File: src/logic/instr_timing_pkg.sv
// Purpose: Shared constants for the instruction decode and timing block.
// Assumes: Opcodes as seen by the fetch unit, one byte each.
// Notes: Times are in state times.
package instr_timing_pkg;

    // Opcodes
    localparam logic [7:0] OP_BYTE_DECREMENT_BRANCH = 8'hE0;
    localparam logic [7:0] OP_WORD_DECREMENT_BRANCH = 8'hE1;
    localparam logic [7:0] OP_TABLE_INDEXED_JUMP = 8'hE2;
    localparam logic [7:0] OP_LONG_CALL = 8'hEF;
    localparam logic [7:0] OP_SUBROUTINE_RETURN = 8'hF0;
    localparam logic [7:0] OP_TRAP = 8'hF7;
    localparam logic [7:0] OP_IDLE_POWERDOWN_ENTRY = 8'hF6;
    localparam logic [7:0] OP_BLOCK_MOVE = 8'hC1;
    localparam logic [7:0] OP_INTERRUPTIBLE_BLOCK_MOVE = 8'hCD;
    localparam logic [7:0] OP_NORMALIZE = 8'h0F;
    localparam logic [7:0] OP_SHIFT_LONG_LEFT = 8'h0D;
    localparam logic [7:0] OP_SHIFT_LONG_RIGHT = 8'h0C;
    localparam logic [7:0] OP_SHIFT_LONG_ARITH = 8'h0E;
    localparam logic [7:0] OP_DIV_DIRECT = 8'h8C;
    localparam logic [7:0] OP_DIV_IMMED = 8'h8D;
    localparam logic [7:0] OP_DIV_INDIRECT = 8'h8E;
    localparam logic [7:0] OP_DIV_INDEXED = 8'h8F;
    localparam logic [7:0] OP_ADD_DIRECT = 8'h64;
    localparam logic [7:0] OP_ADD_IMMED = 8'h65;
    localparam logic [7:0] OP_ADD_INDIRECT = 8'h66;
    localparam logic [7:0] OP_ADD_INDEXED = 8'h67;
    // Opcode groups by upper bits
    localparam logic [4:0] GRP_SHORT_JUMP = 5'h04;
    localparam logic [4:0] GRP_SHORT_CALL = 5'h05;
    localparam logic [4:0] GRP_BIT_BRANCH = 5'h06;
    localparam logic [3:0] GRP_COND_BRANCH = 4'hD;
    localparam logic [3:0] GRP_WORD_SHIFT = 4'h0;
    localparam logic [3:0] GRP_BYTE_SHIFT = 4'h1;

    localparam int TIME_W = 12;
    localparam int COUNT_W = 8;

    // Branch times
    localparam logic [TIME_W-1:0] T_COND_NOT = 12'h004;
    localparam logic [TIME_W-1:0] T_COND_TAKEN = 12'h008;
    localparam logic [TIME_W-1:0] T_BIT_NOT = 12'h005;
    localparam logic [TIME_W-1:0] T_BIT_TAKEN = 12'h009;
    localparam logic [TIME_W-1:0] T_WORD_DEC_NOT = 12'h006;
    localparam logic [TIME_W-1:0] T_WORD_DEC_TAKEN = 12'h00A;
    localparam logic [TIME_W-1:0] T_SHORT_JUMP = 12'h007;
    // Shift family
    localparam logic [TIME_W-1:0] T_NORM_BASE = 12'h008;
    localparam logic [TIME_W-1:0] T_NORM_ZERO = 12'h009;
    localparam logic [TIME_W-1:0] T_SHIFT_BASE = 12'h006;
    localparam logic [TIME_W-1:0] T_SHIFT_ZERO = 12'h007;
    localparam logic [TIME_W-1:0] T_DSHIFT_BASE = 12'h007;
    localparam logic [TIME_W-1:0] T_DSHIFT_ZERO = 12'h008;
    // Block moves
    localparam logic [TIME_W-1:0] T_BLOCK_MOVE_BASE = 12'h006;
    localparam logic [TIME_W-1:0] T_INTERRUPTIBLE_BLOCK_MOVE_BASE = 12'h007;
    localparam logic [TIME_W-1:0] T_WORD_RR = 12'h008;
    localparam logic [TIME_W-1:0] T_WORD_MR = 12'h00B;
    localparam logic [TIME_W-1:0] T_WORD_MM = 12'h00E;
    localparam logic [TIME_W-1:0] T_PER_INTERRUPT = 12'h00E;
    // Special
    localparam logic [TIME_W-1:0] T_IDLE_VALID = 12'h00C;
    localparam logic [TIME_W-1:0] T_IDLE_INVALID = 12'h01C;
    localparam logic [TIME_W-1:0] T_TABLE_INDEXED_JUMP_RR = 12'h00F;
    localparam logic [TIME_W-1:0] T_TABLE_INDEXED_JUMP_MR = 12'h012;
    localparam logic [TIME_W-1:0] T_TABLE_INDEXED_JUMP_MM = 12'h015;
    // Calls, returns, traps: register stack / memory stack, 1-Mbyte / 64-Kbyte
    localparam logic [TIME_W-1:0] T_CALL_REG_1M = 12'h00F;
    localparam logic [TIME_W-1:0] T_CALL_REG_64K = 12'h00B;
    localparam logic [TIME_W-1:0] T_CALL_MEM_1M = 12'h012;
    localparam logic [TIME_W-1:0] T_CALL_MEM_64K = 12'h00D;
    localparam logic [TIME_W-1:0] T_RET_REG_1M = 12'h010;
    localparam logic [TIME_W-1:0] T_RET_REG_64K = 12'h00B;
    localparam logic [TIME_W-1:0] T_RET_MEM_1M = 12'h016;
    localparam logic [TIME_W-1:0] T_RET_MEM_64K = 12'h00E;
    localparam logic [TIME_W-1:0] T_TRAP_REG_1M = 12'h013;
    localparam logic [TIME_W-1:0] T_TRAP_REG_64K = 12'h010;
    localparam logic [TIME_W-1:0] T_TRAP_MEM_1M = 12'h019;
    localparam logic [TIME_W-1:0] T_TRAP_MEM_64K = 12'h012;
    // Division: direct, immediate, ind-normal reg/mem, autoinc reg/mem,
    // short reg/mem, long reg/mem
    localparam logic [TIME_W-1:0] T_DIV_DIRECT = 12'h01A;
    localparam logic [TIME_W-1:0] T_DIV_IMMED = 12'h01B;
    localparam logic [TIME_W-1:0] T_DIV_IND_R = 12'h01C;
    localparam logic [TIME_W-1:0] T_DIV_IND_M = 12'h01F;
    localparam logic [TIME_W-1:0] T_DIV_AUTO_R = 12'h01D;
    localparam logic [TIME_W-1:0] T_DIV_AUTO_M = 12'h020;
    localparam logic [TIME_W-1:0] T_DIV_SHORT_R = 12'h01D;
    localparam logic [TIME_W-1:0] T_DIV_SHORT_M = 12'h020;
    localparam logic [TIME_W-1:0] T_DIV_LONG_R = 12'h01E;
    localparam logic [TIME_W-1:0] T_DIV_LONG_M = 12'h021;
    // Two-operand word add
    localparam logic [TIME_W-1:0] T_ADD_DIRECT = 12'h004;
    localparam logic [TIME_W-1:0] T_ADD_IMMED = 12'h005;
    localparam logic [TIME_W-1:0] T_ADD_IND_R = 12'h006;
    localparam logic [TIME_W-1:0] T_ADD_IND_M = 12'h008;
    localparam logic [TIME_W-1:0] T_ADD_AUTO_R = 12'h007;
    localparam logic [TIME_W-1:0] T_ADD_AUTO_M = 12'h009;
    localparam logic [TIME_W-1:0] T_ADD_SHORT_R = 12'h006;
    localparam logic [TIME_W-1:0] T_ADD_SHORT_M = 12'h008;
    localparam logic [TIME_W-1:0] T_ADD_LONG_R = 12'h007;
    localparam logic [TIME_W-1:0] T_ADD_LONG_M = 12'h009;
    // Fallback for opcodes outside this block's map
    localparam logic [TIME_W-1:0] T_DEFAULT = 12'h004;

    // Placement of block-move and table-jump operands
    localparam logic [1:0] PLACE_RR = 2'h0;
    localparam logic [1:0] PLACE_MR = 2'h1;
    localparam logic [1:0] PLACE_MM = 2'h2;

    typedef enum logic [2:0] {
        MODE_DIRECT = 3'b000,
        MODE_IMMED = 3'b001,
        MODE_IND_NORMAL = 3'b010,
        MODE_IND_AUTOINC = 3'b011,
        MODE_IDX_SHORT = 3'b100,
        MODE_IDX_LONG = 3'b101
    } addr_mode_e;

    typedef enum logic [1:0] {
        ST_IDLE = 2'b00,
        ST_READY = 2'b01,
        ST_EXEC = 2'b10
    } seq_state_e;

endpackage : instr_timing_pkg

File: src/logic/instruction_timing_decode.sv
// Purpose: Decode addressing modes and report execution time per instruction.
// Assumes: Fetch pulses valid with both bytes and all side inputs.
// Notes: Time is held until the sequencer accepts it.
//
// How it works
// - Paired indirect and indexed forms share an opcode, split by another bit.
// - Second byte bit zero clear: normal/short; set: autoinc/long; rest is register.
// - Short jump/call offset is low three opcode bits over next byte, signed.
// - Every duration is counted in state times.
// - Flag branches take 4 not taken, 8 taken.
// - Byte decrement branch and bit branches take 5 or 9.
// - Word decrement branch takes 6 or 10.
// - Normalize takes 8 plus one per shift, 9 for none.
// - Word and byte shifts take 6 plus one per bit, 7 for none.
// - Doubleword shifts take 7 plus one per bit, 8 for none.
// - Block move takes 6 plus 8, 11 or 14 per word.
// - Interruptible block move takes 7 plus per-word plus 14 per interrupt.
// - Idle/powerdown entry takes 12 with valid key, 28 otherwise.
// - Table jump takes 15, 18 or 21 by operand placement.
// - Calls take 15/11 register stack, 18/13 memory stack.
// - Return takes 16/11 register stack, 22/14 memory stack.
// - Trap takes 19/16 register stack, 25/18 memory stack.
// - Signed word divide takes 26 direct, 27 immediate, more otherwise.
// - Word add takes 4 direct, 5 immediate, 6/8 indirect, 7/9 autoinc.
`timescale 1ns/10ps
module instruction_timing_decode
    import instr_timing_pkg::*;
(
    input wire logic clock_i,
    input wire logic rst_n_i,
    input wire logic instr_valid_i,
    input wire logic [7:0] opcode_i,
    input wire logic [7:0] second_byte_i,
    input wire logic branch_taken_i,
    input wire logic key_valid_i,
    input wire logic mode_1mbyte_i,
    input wire logic stack_in_memory_i,
    input wire logic operand_in_memory_i,
    input wire logic [1:0] move_place_i,
    input wire logic [COUNT_W-1:0] shift_count_i,
    input wire logic [COUNT_W-1:0] word_count_i,
    input wire logic [COUNT_W-1:0] irq_count_i,
    input wire logic exec_start_i,
    output logic time_valid_o,
    output logic [TIME_W-1:0] state_time_o,
    output logic [2:0] addr_mode_o,
    output logic [6:0] word_reg_o,
    output logic [10:0] short_disp_o,
    output logic busy_o
);

    typedef struct packed {
        seq_state_e state;
        logic [TIME_W-1:0] time_val;
        logic [2:0] mode;
        logic [6:0] wreg;
        logic [10:0] disp;
    } core_s;

    core_s cur;
    core_s next_cur;

    addr_mode_e dec_mode;
    logic [6:0] dec_wreg;
    logic [10:0] dec_disp;
    logic [TIME_W-1:0] var_base;
    logic [TIME_W-1:0] var_zero;
    logic [TIME_W-1:0] var_per_word;
    logic var_is_move;
    logic var_used;
    logic [COUNT_W-1:0] var_irq;
    logic [TIME_W-1:0] var_time;
    logic [TIME_W-1:0] fixed_time;
    logic [TIME_W-1:0] new_time;

    ////////////////////////////////////////////////////////////////////////////
    addr_mode_resolve u_mode
    (
        .opcode_i(opcode_i),
        .second_byte_i(second_byte_i),
        .mode_o(dec_mode),
        .word_reg_o(dec_wreg),
        .short_disp_o(dec_disp)
    );

    variable_time_calc u_var
    (
        .base_i(var_base),
        .zero_i(var_zero),
        .shift_count_i(shift_count_i),
        .per_word_i(var_per_word),
        .word_count_i(word_count_i),
        .irq_count_i(var_irq),
        .is_move_i(var_is_move),
        .time_o(var_time)
    );

    ////////////////////////////////////////////////////////////////////////////
    // Data-dependent families feed the shared calculator
    always_comb
    begin
        var_base = T_SHIFT_BASE;
        var_zero = T_SHIFT_ZERO;
        var_per_word = T_WORD_RR;
        var_is_move = 1'b0;
        var_used = 1'b0;
        var_irq = '0;
        case (move_place_i)
            PLACE_RR: var_per_word = T_WORD_RR;
            PLACE_MR: var_per_word = T_WORD_MR;
            default: var_per_word = T_WORD_MM;
        endcase
        if (opcode_i == OP_NORMALIZE)
        begin
            var_base = T_NORM_BASE;
            var_zero = T_NORM_ZERO;
            var_used = 1'b1;
        end
        else if (opcode_i == OP_SHIFT_LONG_LEFT || opcode_i == OP_SHIFT_LONG_RIGHT ||
                 opcode_i == OP_SHIFT_LONG_ARITH)
        begin
            var_base = T_DSHIFT_BASE;
            var_zero = T_DSHIFT_ZERO;
            var_used = 1'b1;
        end
        else if ((opcode_i[7:4] == GRP_WORD_SHIFT || opcode_i[7:4] == GRP_BYTE_SHIFT) &&
                 (opcode_i[3:0] == 4'h8 || opcode_i[3:0] == 4'h9 || opcode_i[3:0] == 4'hA))
        begin
            var_base = T_SHIFT_BASE;
            var_zero = T_SHIFT_ZERO;
            var_used = 1'b1;
        end
        else if (opcode_i == OP_BLOCK_MOVE)
        begin
            var_base = T_BLOCK_MOVE_BASE;
            var_is_move = 1'b1;
            var_used = 1'b1;
        end
        else if (opcode_i == OP_INTERRUPTIBLE_BLOCK_MOVE)
        begin
            var_base = T_INTERRUPTIBLE_BLOCK_MOVE_BASE;
            var_is_move = 1'b1;
            var_irq = irq_count_i;
            var_used = 1'b1;
        end
    end

    ////////////////////////////////////////////////////////////////////////////
    // Fixed-table families; all figures are state times
    always_comb
    begin
        fixed_time = T_DEFAULT;
        if (opcode_i[7:4] == GRP_COND_BRANCH)
            fixed_time = branch_taken_i ? T_COND_TAKEN : T_COND_NOT;
        else if (opcode_i == OP_BYTE_DECREMENT_BRANCH || opcode_i[7:3] == GRP_BIT_BRANCH ||
                 opcode_i[7:3] == 5'h07)
            fixed_time = branch_taken_i ? T_BIT_TAKEN : T_BIT_NOT;
        else if (opcode_i == OP_WORD_DECREMENT_BRANCH)
            fixed_time = branch_taken_i ? T_WORD_DEC_TAKEN : T_WORD_DEC_NOT;
        else if (opcode_i[7:3] == GRP_SHORT_JUMP)
            fixed_time = T_SHORT_JUMP;
        else if (opcode_i == OP_IDLE_POWERDOWN_ENTRY)
            fixed_time = key_valid_i ? T_IDLE_VALID : T_IDLE_INVALID;
        else if (opcode_i == OP_TABLE_INDEXED_JUMP)
        begin
            case (move_place_i)
                PLACE_RR: fixed_time = T_TABLE_INDEXED_JUMP_RR;
                PLACE_MR: fixed_time = T_TABLE_INDEXED_JUMP_MR;
                default: fixed_time = T_TABLE_INDEXED_JUMP_MM;
            endcase
        end
        else if (opcode_i == OP_LONG_CALL || opcode_i[7:3] == GRP_SHORT_CALL)
        begin
            if (stack_in_memory_i)
                fixed_time = mode_1mbyte_i ? T_CALL_MEM_1M : T_CALL_MEM_64K;
            else
                fixed_time = mode_1mbyte_i ? T_CALL_REG_1M : T_CALL_REG_64K;
        end
        else if (opcode_i == OP_SUBROUTINE_RETURN)
        begin
            if (stack_in_memory_i)
                fixed_time = mode_1mbyte_i ? T_RET_MEM_1M : T_RET_MEM_64K;
            else
                fixed_time = mode_1mbyte_i ? T_RET_REG_1M : T_RET_REG_64K;
        end
        else if (opcode_i == OP_TRAP)
        begin
            if (stack_in_memory_i)
                fixed_time = mode_1mbyte_i ? T_TRAP_MEM_1M : T_TRAP_MEM_64K;
            else
                fixed_time = mode_1mbyte_i ? T_TRAP_REG_1M : T_TRAP_REG_64K;
        end
        else if (opcode_i[7:2] == OP_DIV_DIRECT[7:2])
        begin
            case (dec_mode)
                MODE_DIRECT: fixed_time = T_DIV_DIRECT;
                MODE_IMMED: fixed_time = T_DIV_IMMED;
                MODE_IND_NORMAL: fixed_time = operand_in_memory_i ? T_DIV_IND_M : T_DIV_IND_R;
                MODE_IND_AUTOINC:
                    fixed_time = operand_in_memory_i ? T_DIV_AUTO_M : T_DIV_AUTO_R;
                MODE_IDX_SHORT:
                    fixed_time = operand_in_memory_i ? T_DIV_SHORT_M : T_DIV_SHORT_R;
                default: fixed_time = operand_in_memory_i ? T_DIV_LONG_M : T_DIV_LONG_R;
            endcase
        end
        else if (opcode_i[7:2] == OP_ADD_DIRECT[7:2])
        begin
            case (dec_mode)
                MODE_DIRECT: fixed_time = T_ADD_DIRECT;
                MODE_IMMED: fixed_time = T_ADD_IMMED;
                MODE_IND_NORMAL: fixed_time = operand_in_memory_i ? T_ADD_IND_M : T_ADD_IND_R;
                MODE_IND_AUTOINC:
                    fixed_time = operand_in_memory_i ? T_ADD_AUTO_M : T_ADD_AUTO_R;
                MODE_IDX_SHORT:
                    fixed_time = operand_in_memory_i ? T_ADD_SHORT_M : T_ADD_SHORT_R;
                default: fixed_time = operand_in_memory_i ? T_ADD_LONG_M : T_ADD_LONG_R;
            endcase
        end
    end

    assign new_time = var_used ? var_time : fixed_time;

    ////////////////////////////////////////////////////////////////////////////
    // Handshake with the sequencer
    always_comb
    begin
        next_cur = cur;
        case (cur.state)
            ST_IDLE:
            begin
                if (instr_valid_i)
                begin
                    next_cur.state = ST_READY;
                    next_cur.time_val = new_time;
                    next_cur.mode = dec_mode;
                    next_cur.wreg = dec_wreg;
                    next_cur.disp = dec_disp;
                end
            end
            ST_READY:
            begin
                if (exec_start_i)
                    next_cur.state = ST_EXEC;
            end
            ST_EXEC:
            begin
                // One cycle in execution before the next decode is taken
                next_cur.state = ST_IDLE;
            end
            default:
            begin
                next_cur.state = ST_IDLE;
            end
        endcase
    end

    always_ff @(posedge clock_i)
    begin
        if (!rst_n_i)
        begin
            cur <= '{state: ST_IDLE, time_val: '0, mode: 3'h0, wreg: 7'h00, disp: 11'h000};
        end
        else
        begin
            cur <= next_cur;
        end
    end

    assign time_valid_o = (cur.state == ST_READY);
    assign busy_o = (cur.state != ST_IDLE);
    assign state_time_o = cur.time_val;
    assign addr_mode_o = cur.mode;
    assign word_reg_o = cur.wreg;
    assign short_disp_o = cur.disp;

endmodule : instruction_timing_decode

File: src/logic/addr_mode_resolve.sv
// Purpose: Resolve addressing mode and short branch displacement.
// Assumes: Opcode and second instruction byte are valid together.
// Notes: Purely combinational.
`timescale 1ns/10ps
module addr_mode_resolve
    import instr_timing_pkg::*;
(
    input wire logic [7:0] opcode_i,
    input wire logic [7:0] second_byte_i,
    output addr_mode_e mode_o,
    output logic [6:0] word_reg_o,
    output logic [10:0] short_disp_o
);

    always_comb
    begin
        case (opcode_i[1:0])
            2'b00: mode_o = MODE_DIRECT;
            2'b01: mode_o = MODE_IMMED;
            2'b10: mode_o = second_byte_i[0] ? MODE_IND_AUTOINC : MODE_IND_NORMAL;
            default: mode_o = second_byte_i[0] ? MODE_IDX_LONG : MODE_IDX_SHORT;
        endcase
    end

    assign word_reg_o = second_byte_i[7:1];
    assign short_disp_o = {opcode_i[2:0], second_byte_i};

endmodule : addr_mode_resolve

File: src/logic/variable_time_calc.sv
// Purpose: Data-dependent parts of execution time.
// Assumes: Counts are known at decode.
// Notes: Move sums truncate to 12 bits for large counts.
`timescale 1ns/10ps
module variable_time_calc
    import instr_timing_pkg::*;
(
    input wire logic [TIME_W-1:0] base_i,
    input wire logic [TIME_W-1:0] zero_i,
    input wire logic [COUNT_W-1:0] shift_count_i,
    input wire logic [TIME_W-1:0] per_word_i,
    input wire logic [COUNT_W-1:0] word_count_i,
    input wire logic [COUNT_W-1:0] irq_count_i,
    input wire logic is_move_i,
    output logic [TIME_W-1:0] time_o
);

    logic [TIME_W-1:0] word_part;
    logic [TIME_W-1:0] irq_part;

    always_comb
    begin
        word_part = TIME_W'(per_word_i * TIME_W'(word_count_i));
        irq_part = TIME_W'(T_PER_INTERRUPT * TIME_W'(irq_count_i));
        if (is_move_i)
            time_o = base_i + word_part + irq_part;
        else if (shift_count_i == '0)
            time_o = zero_i;
        else
            time_o = base_i + TIME_W'(shift_count_i);
    end

endmodule : variable_time_calc

File: config.mk
export PLATFORM = sky130hd
export DESIGN_NAME = instruction_timing_decode
export DESIGN_NICKNAME = d
export VERILOG_FILES = /design/src/logic/instr_timing_pkg.sv /design/src/logic/instruction_timing_decode.sv /design/src/logic/addr_mode_resolve.sv /design/src/logic/variable_time_calc.sv
export SDC_FILE = /design/constraint.sdc
export NUM_CORES = 1
export LEC_CHECK = 0
export BUFFER_PORTS_ARGS = -buffer_cell sky130_fd_sc_hd__buf_4
export CORE_MARGIN = 1.5
export CORE_UTILIZATION = 45
export CTS_BUF_LIST = sky130_fd_sc_hd__clkbuf_2 sky130_fd_sc_hd__clkbuf_4 sky130_fd_sc_hd__clkbuf_8
export DETAILED_ROUTE_END_ITERATION = 10
export PLACE_DENSITY = 0.67
export SLEW_MARGIN = 20
export SYNTH_ARGS = -nofsm -noshare
export SYNTH_HDL_FRONTEND = slang
export SYNTH_SLANG_ARGS = --single-unit
File: constraint.sdc
create_clock -name clock_i -period 16.6 [get_ports clock_i]
set_input_delay 3.32 -clock clock_i [delete_from_list [all_inputs] [get_ports clock_i]]
set_output_delay 3.32 -clock clock_i [all_outputs]
set_load 0.03 [all_outputs]
[Yosys cells after proc, flatten, opt, wreduce, memory -nomap -nowiden]
Index checks and enable logic that the tools add are counted.
Operators by class
  equal/unequal tests: 34
  reductions and logical operators: 20
  muxes and demuxes: 62
  shift-type cells: 0
  bitwise operators: 0
  $add $sub $neg: 3
  magnitude comparators: 0
  multipliers: 2
  div/mod/pow operators: 0
Operators by type and width (number)
  two-way mux 12 bit: 13
  equality test 8 bit (second input constant): 9
  two-way mux 4 bit: 11
  two-way mux 8 bit: 5
  two-way mux 35 bit: 1
  equality test 8 x 4 -> 1 bit (second input constant): 4
  two-way mux 5 bit: 6
  one-hot mux 6 bit (4 select lines): 1
  equality test 5 x 3 -> 1 bit (second input constant): 4
  equality test 4 bit (second input constant): 4
  two-way mux 1 bit: 14
  adder 12 bit: 1
  adder 4 x 12 -> 12 bit: 1
  multiplier 4 x 8 -> 12 bit: 1
  two-way mux 6 bit: 2
  one-hot mux 4 bit (3 select lines): 1
  multiplier 3 x 8 -> 11 bit (first input constant): 1
  one-hot mux 5 bit (2 select lines): 1
  adder 4 x 8 -> 9 bit: 1
  one-hot mux 3 bit (3 select lines): 1
  logical NOT 8 bit: 1
  logical OR 1 bit: 8
  equality test 2 x 1 -> 1 bit (second input constant): 3
  equality test 3 x 2 -> 1 bit (second input constant): 2
  other kinds (18): 25
Word-level totals
  output and inout port bits: 35
  memory bits (read-only): 0
  logic and storage cells: 126
  memories kept: 0
  latch bits: 0
  RAM bits: 0
  register bits after elaboration: 35

[Longest topological paths before layout]
Gate-level depths: netlist of the first run.
  depth after elaboration: 19
  depth in mapped cells: 24

[Cells and area by module]
From an unflattened synthesis of the first run, not the netlist that was laid out.
Second synthesis, totals
  cell total of the unflattened synthesis: 758
  area, all modules: 6063.3 sq um
By module, submodules not included
  variable_time_calc: area an instance 3460.8 sq um, times used 1, cells each 418
  instruction_timing_decode: area an instance 2438.6 sq um, times used 1, cells each 319
  addr_mode_resolve: area an instance 163.9 sq um, times used 1, cells each 21

[Least setup slack after synthesis of the first run]
No wires, ideal clock.
  kind: input to register
  start point: input port opcode_i[4]
  end point: register cur, in the netlist state_time_o[11]
  setup time: 0.087 ns
  stages on the path: 23
  setup slack: 8.534 ns
  path buffers: 2
  arrival: 7.979 ns
  cells stage by stage: buf_4 and4bb_2 clkbuf_1 nand2_1 nor2_1 ha_1 ha_1 fa_1 a21oi_1 o21ai_0 xor2_1 ha_1 inv_1 fa_1 fa_1 inv_1 ha_1 nand2_1 o21ai_0 nand2_1 o21ai_0 xnor2_1 o31ai_1
Between the ends
  cells in the longest elaborated chain, start to end: 11
Ends and longest elaborated chain
  start, declared: line instruction_timing_decode.sv:32  | input wire logic [7:0] opcode_i,
  branches (longest 10 deep; another with adder 12 bit)
  two-way mux 12 bit (*): line instruction_timing_decode.sv:221  | assign new_time = var_used ? var_time : fixed_time;
  end signal, assigned: line instruction_timing_decode.sv:261  | cur <= '{state: ST_IDLE, time_val: '0, mode: 3'h0, wreg: 7'h00, disp: 11'h000};
  end signal, assigned: line instruction_timing_decode.sv:265  | cur <= next_cur;
  end, declared: line instruction_timing_decode.sv:60  | core_s cur;
Mark *: on every way between the ends.
A chain may end at the register's enable or synchronous reset.

[Worst setup path in the final report of the first run]
  start point: input port opcode_i[1]
  end point: register cur, in the netlist state_time_o[11]
Between the ends
  cells in the longest elaborated chain, start to end: 11
Ends and longest elaborated chain (line)
  branches (longest 10 deep; another with adder 12 bit)
  two-way mux 12 bit (*): instruction_timing_decode.sv:221
Marked as above.

==> results.md, run 1 <==
Yosys:
- The netlist uses 65 different library cells.
- The proportion of register bits with asynchronous set or reset after synthesis is 0.
- The portion of synthesized cell area occupied by the leading cell type is 0.1457.
- The synthesized design contains 28 register bits.
- Yosys mapped a number of flops with a built-in enable equal to 0.
- Of the synthesized area, sequential elements account for 0.1316.
- The number of instances in the synthesized netlist is 551.
- In this run the cell area of the synthesized design comes to 4259 µm².
- Among all flip-flop cells after synthesis, the most frequent one is dfxtp_1.
- By area the synthesized netlist is led by fa_1 15%, dfxtp_1 13%, ha_1 12%, buf_4 6.2%, inv_1 5.6%.
- The biggest area contributor in the post-synthesis netlist is fa_1.
- The average instance in the mapped netlist occupies 7.730 µm².
- The net count after synthesis is 674.
- The number of warnings reported in the yosys synthesis log is 0.

Critical path:
- The startpoint identified for the worst register-to-register timing path is cur[33].
- The critical path data required time is 16.79 ns.
- The worst setup path is launched from an input port.
- The startpoint-to-endpoint class of the critical path is input port to register.
- STA classifies the critical path endpoint as a register.
- The top fanout value on the critical path is 23.
- The critical path starts at opcode_i[1].
- For the worst setup path, the data arrival time is 8.24 ns.

Global routing:
- The first global-routing pass estimated 17230 µm of wire.
- Entering global routing, the biggest net connects 30 pins.
- The via count of the first global-routing pass is 3680.
- The initial antenna violation count came to 0.
- In the global route stage, overall resource usage came out at 0.2102.
- Global routing finished with a remaining overflow of 0.

Clock tree:
- TritonCTS built the clock tree.
- The count of buffers added by post-CTS timing repair for setup is 0.
- The root buffer cell is clkbuf_8.
- After clock tree synthesis, the repair step resized 0 gates.
- Buffers inserted during clock tree synthesis total 3.
- The number of hold buffers added after cts is 0.
- In this run the number of H-tree levels came out at 1.
- After clock tree synthesis, the clock-pin slew on the worst setup and hold paths is 0.09 ns.
- The clock drives 28 sinks.
- Clock latency on the worst-skew pair, taken at its later pin, is 0.28 ns.
- The clock passes through at most 2 buffers.

Worst hold path:
- The worst min-delay path category is register to register.
- The hold path startpoint is state_time_o[9].

Timing:
- The slew at the pin closest to its max-slew limit is 0.9314 ns.
- The worst max-slew margin expressed relative to the limit is 0.3791.
- The achievable frequency is 124.3 MHz.
- The post-layout minimum cycle time is 8.044 ns.
- The final total negative setup slack is 0 ns.
- After layout, the worst setup slack is 8.556 ns.
- The final hold slack is 0.4559 ns.
- In the finished design, the share of the clock period the worst path needs comes to 0.4846.
- The max-slew violation count is 0.
- Between clock sinks in the finished design, the worst skew comes to 0.007202 ns.
- Setup repair after global routing left no endpoint under its margin.
- The count of final hold-check violations is 0.
- Setup violations remaining at the end of the flow were counted as 0.

Power and ir drop:
- For this design the ratio of total power to cell area is 54.41 nW/µm².
- The static leakage power is 2.288 nW.
- After layout, the design draws a total of 0.2595 mW.
- The highest ir drop seen on vdd is 0.00004002 V.

Layout:
- The final layout contains 711 nets.
- The count of inserted antenna diode cells is 0.
- In the layout the commonest cells are 87 x buf_4, 63 x inv_1, 54 x nand2_1, 41 x ha_1.
- The proportion of layout cells with a drive suffix above 1 is 0.1721.
- The number of fillers in the final layout is 910.
- Compared with the post-synthesis result, the final layout area differs by 11.99%.
- The sequential cells in the finished layout cover a total of 560.5 µm².
- At the end of the flow the core is filled with cells to 0.5186.
- Summing all multi-input logic gate instances after layout gives 3102 µm².
- The library cell used most frequently in the layout, excluding fill and tap cells, is buf_4.

Placed design:
- The number of buffer cells added on primary ports is 85.
- The HPWL after detailed placement is 8579 µm.
- OpenSTA, run right after detailed placement, puts the worst setup slack at 8.211 ns.
- The final weighted congestion in routability-driven placement is 0.8785.

Route:
- Summing over every cut layer, the via total after detailed routing is 3774.
- The average routed wire per standard cell is 14.62 µm.
- The post-detailed-route via-to-cell ratio is 5.407.
- Once detail routing completed, the nets flagged for antenna violations numbered 0.
- The first detailed-routing pass took 5 iterations.
- After detailed routing, the number of remaining DRC violations is 0.
- The wire length after detailed routing is 10200 µm.
- After the first detailed-routing iteration, the DRC count stood at 121.

Floorplanning:
- The top-level port count is 86.
- The area of the core is 9196 µm².
- The starting utilization of the core area is 0.4631.
- The floorplan step set the die height to 100.3 µm.
- The floorplan die area is 10060 µm².
- The floorplan has 35 rows.
- The die is 100.3 µm wide.

Outcome:
- The run finished with clean final reports.

Flow run:
- Across the run, the number of max-cap violations was 0.
state kept, by name, summed over array words and instances (netlist names):
name / flops
cur: 2
state_time_o: 12
word_reg_o: 6
addr_mode_o: 3
short_disp_o: 5
path summary, 6_finish.rpt:
path              cells past startpoint  slack, ns               end
hold / removal                        2       0.46   state_time_o[9]
setup / recovery                     23       8.56  state_time_o[11]
setup reg to reg                      5      14.46   state_time_o[2]
hold reg to reg                       2       0.46   state_time_o[9]
routing by layer:
layer / vias up / GRT usage / wire length [µm]
met5: - / 0 / 0
met4: 0 / 0.03684 / 143
met3: 10 / 0.02019 / 321
met2: 84 / 0.4003 / 5375
met1: 1779 / 0.2581 / 4361
li1: 1901 / - / -
kinds of logic (layout without fill, tap and decap cells):
logic type | after synthesis | count (layout) | synth area share
XOR/XNOR | 25 | 25 | 0.05141
AO/OA/AOI/OAI | 120 | 120 | 0.1839
multiplexers | 2 | 2 | 0.004701
adder cells (fa/ha/maj) | 72 | 72 | 0.2662
AND/OR/NAND/NOR | 184 | 184 | 0.2221
flip-flops | 28 | 28 | 0.1316
buffers and inverters | 120 | 156 | 0.1401
area by class of cell:
cell class,count,area share
Clock inverter,1,0.006296
Sequential cell,28,0.1175
Multi-Input combinational cell,403,0.6503
Tap cell,111,0.02912
Clock buffer,3,0.008657
Inverter,65,0.05115
Timing Repair Buffer,87,0.1369
per-stage QoR:
step | cells | cell area, µm²
2_1_floorplan | 551 | 4259
3_3_place_gp | 694 | 4698
3_5_place_dp | 694 | 4698
4_1_cts | 698 | 4770
5_1_grt | 698 | 4770
6_report | 698 | 4770
cells in the mapped netlist, types with 4 or more instances:
library cell / instances
a211oi_1: 5
a21o_1: 7
a21oi_1: 39
and2_1: 21
and3_1: 7
buf_2: 6
buf_4: 35
clkbuf_1: 13
dfxtp_1: 28
fa_1: 31
ha_1: 41
inv_1: 63
nand2_1: 54
nand3_1: 10
nand4_1: 7
nor2_1: 39
nor2b_1: 16
nor3_1: 6
o211ai_1: 4
o21a_1: 5
o21ai_0: 19
o22ai_1: 8
xnor2_1: 16
xor2_1: 9
worst max-delay path, stage by stage:
cell,delay (ns)
buf_4,0.18
nand4b_1,0.30
inv_1,0.20
nand2_1,0.14
nor2_1,0.21
ha_1,0.27
ha_1,0.21
fa_1,0.41
a21oi_1,0.19
o21ai_0,0.12
xor2_1,0.16
ha_1,0.28
inv_1,0.08
fa_1,0.44
fa_1,0.54
inv_1,0.04
ha_1,0.34
nand2_1,0.06
o21ai_0,0.15
nand2_1,0.10
o21ai_0,0.21
xnor2_1,0.09
o31ai_1,0.18
power by group:
group	leakage, nW	switching (mW)	internal (mW)
logic	2.02	0.0761	0.0560
registers	0.229	0.00246	0.0711
clock network	0.0357	0.0216	0.0323
total	2.29	0.100	0.159
Note: power is estimated with default switching activity, not from simulation.
==> run 2, diff against run 1 <==
- ABC_AREA: default -> 1
- PLACE_DENSITY: 0.67 -> 0.7
- clock period: 16.6 -> 7.3 ns (I/O delays scaled with it)
==> run 2 against run 1 <==
  * Sequential share of layout area fell by 0.53 points
  * Wire length fell by 2.1%
  * Worst hold slack gained 0.010 ns
  * Critical path depth rose by 6
  * First-iteration DRC count decreased by 4.1%
  * Register-to-register slack got worse by 9.6 ns
  * Global-route usage is 1.1 points lower
  * Design area grew 4.7%
  * Clock power increased by 51%
  * Clock skew is 0.0049 ns lower
  * Via count up 9.4%
  * Sequential power grew 130%
  * Critical path type unchanged
  * Largest cell class unchanged
==> results.md, run 2 <==
Layout:
- The multi-input combinational cells in the finished layout cover a total of 3087 µm².
- The library cell used most frequently in the layout, excluding fill and tap cells, is inv_1.
- Registers take 560.5 µm².
- In the final design database the tool counted 847 nets.
- The repair_antennas step left the layout with diodes totalling 0.
- The register with the most flip-flops in the layout has 12 of them.
- The top cell types in the final layout, fill and taps aside, are 131 x inv_1, 123 x nand2_1, 100 x nor2_1, 85 x buf_4, 41 x ha_1.
- The number of fillers in the final layout is 1018.
- The finished cells cover 4995 µm².
- Compared with the post-synthesis result, the final layout area differs by 12.29%.
- In the final layout, the share of cells above drive strength 1 is 0.1607.

Yosys:
- The synthesized area is 4448 µm².
- The number of flops mapped to enable cells by yosys is 0.
- In the post-synthesis netlist, the biggest area contributors are fa_1 14%, dfxtp_1 13%, ha_1 12%, inv_1 11%, nand2_1 10%.
- By count the netlist is led by 131 x inv_1, 123 x nand2_1, 100 x nor2_1, 41 x ha_1, 40 x a21oi_1.
- The number of distinct library cell variants in the gate-level netlist after synthesis is 40.
- A synthesized cell averages 6.560 µm².
- The number of instances in the synthesized netlist is 678.
- The synthesized design spends more area on one cell type than any other, namely fa_1.
- Yosys instantiated no cell more often than inv_1.
- The commonest register cell after synthesis is dfxtp_1.
- The number of warnings reported in the yosys synthesis log is 0.
- The proportion of register bits with asynchronous set or reset after synthesis is 0.
- The portion of synthesized cell area occupied by the leading cell type is 0.1395.
- The share of the Yosys chip area taken by registers is 0.1260.
- The number of synthesized register bits is 28.
- The net count after synthesis is 801.

Route:
- The average routed wire per standard cell is 11.69 µm.
- The remaining antenna violation count is 0.
- After detailed routing, the number of vias per cell comes to 4.827.
- The first detailed-routing pass ran for 5 iterations.
- The wire length after detailed routing is 9991 µm.
- The vias after detailed routing is 4127.
- The violation count after the first detailed-routing iteration is 116.
- The total DRC errors in the routed layout is 0.

Critical path:
- Across all register-to-register paths, the minimum setup slack is 4.82 ns.
- The worst setup path is of the input port to register kind.
- The critical path data required time is 7.50 ns.
- The type of element launching the critical path is an input port.
- The endpoint arrival time on the critical path is 6.51 ns.
- The slowest stage of the critical path belongs to the cell fa_1.
- Of all nets on the critical path, the largest fanout is 6.
- The most frequent cell on the critical path is inv_1.
- The worst setup path is captured at a register.
- The largest incremental delay on the critical path is 0.54 ns.

Clock tree:
- The number of buffers on the longest clock path is 2.
- The clock-pin slew of the registers on the worst-case setup and hold paths is 0.09 ns.
- The number of hold buffers added after cts is 0.
- Buffers inserted during clock tree synthesis total 3.
- The post-cts sizing count is 0.
- The number of levels the H-tree was split into is 1.
- TritonCTS built the clock tree.
- In this run the clock root is driven by a clkbuf_8.
- At the later pin of the worst-skew pair, clock insertion delay measures 0.27 ns.
- The number of sinks driven by the clock tree is 28.
- The count of buffers added by post-CTS timing repair for setup is 0.

Placed design:
- At the end of routability-driven placement, the weighted congestion stood at 0.9075.
- The placed instances occupy a cell area of 4954 µm².
- In this run the tool buffered the top-level ports with 85 buffer cells.
- The HPWL after detailed placement is 8669 µm.

Timing:
- Of the available clock period, the critical path in the final layout requires 0.8633.
- The count of final hold-check violations is 0.
- For the finished layout, the period the worst path requires is 6.302 ns.
- Setup repair after global routing left no endpoint under its margin.
- The slew at the pin closest to its max-slew limit is 0.8278 ns.
- Measured against its own limit, the worst slew margin works out to 0.4468.
- The max-slew violation count was 0.
- The final total negative setup slack is 0 ns.
- The worst setup skew after layout is 0.002339 ns.
- The final setup violation count is 0.
- The achievable frequency is 158.7 MHz.

Worst hold path:
- The tightest min-delay check is of the register to register type.

Global routing:
- The initial antenna violation count is 0.
- Global routing finished with a remaining overflow of 0.
- Entering global routing, the biggest net connects 30 pins.
- The first global-routing pass estimated 17060 µm of wire.
- The via count of the first global-routing pass is 4048.
- The global-route total usage across every layer is 0.1994.

Floorplanning:
- The die covers 10490 µm².
- Pin placement for this block handled 86 I/O pins.
- From bottom edge to top edge, the die measures 102.4 µm.
- The starting utilization of the core area is 0.4593.
- In this run the standard cell core region covers 9684 µm².
- In this run the core area contains 36 standard-cell rows.
- The horizontal die dimension is 102.4 µm.

Flow run:
- The count of maximum capacitance violations is 0.

Outcome:
- The run finished with clean final reports.

Power and ir drop:
- Summed over all cells, the static leakage comes to 2.833 nW.
- VDD sags by at most 0.00006293 V.
- The power density over cell area is 112.0 nW/µm².
[run 2: power by group]
group | total [mW] | switching [mW] | internal [mW]
Combinational | 0.310 | 0.192 | 0.118
Sequential | 0.168 | 0.00559 | 0.162
Clock | 0.0816 | 0.0446 | 0.0370
[run 2: layer usage]
layer,up-vias,routed length (µm),global-route usage
met4,0,216,0.05269
met3,17,456,0.01573
li1,2163,-,-
met1,1846,4370,0.2422
met2,101,4948,0.3765
met5,-,0,0
[run 2: worst max-delay path: cells and delay by family]
family | cells | cell delay, ns
simple gates | 12 | 1.54
fa+ha+maj | 6 | 2.18
xor+xnor | 2 | 0.33
compound gates | 2 | 0.36
buf+inv | 7 | 0.61
[run 2: final timing paths]
path | start | end | cells past startpoint
setup / recovery | opcode_i[4] | state_time_o[10] | 29
hold / removal | cur[34] | cur[34] | 1
setup reg to reg | cur[34] | state_time_o[5] | 7
hold reg to reg | cur[34] | cur[34] | 1
[run 2: area by class of cell]
cell class / instances / area share
sequential: 28 / 0.1122
tap: 133 / 0.03332
timing repair buffer: 85 / 0.1278
clock buffer: 3 / 0.008267
inverter: 133 / 0.1005
multi-input combinational: 473 / 0.6180
[run 2: metrics by stage]
| step | std cells | util | power [mW] | hold WS (ns) | setup WS [ns] |
|---|---|---|---|---|---|
| floorplan | 678 | - | 0.4074 | 0.4222 | 1.173 |
| global placement | 852 | 0.5115 | 0.4777 | 0.4327 | 0.8578 |
| detailed placement | 852 | 0.5115 | 0.4816 | 0.4509 | 0.7001 |
| CTS | 855 | 0.5158 | 0.5639 | 0.4672 | 0.9588 |
| global route | 855 | 0.5158 | 0.6199 | 0.4958 | 0.5334 |
| finish | 855 | 0.5158 | 0.5597 | 0.4659 | 0.9978 |
[run 2: kinds of logic (layout without fill, tap and decap cells)]
| kind of cell | after synthesis | in the layout | share of synthesized area |
|---|---|---|---|
| adder cells (fa/ha/maj) | 72 | 72 | 0.2549 |
| flip-flops | 28 | 28 | 0.1260 |
| AND/OR/NAND/NOR | 305 | 305 | 0.3103 |
| buffers and inverters | 177 | 221 | 0.1800 |
| AO/OA/AOI/OAI | 85 | 85 | 0.1072 |
| XOR/XNOR | 11 | 11 | 0.02166 |
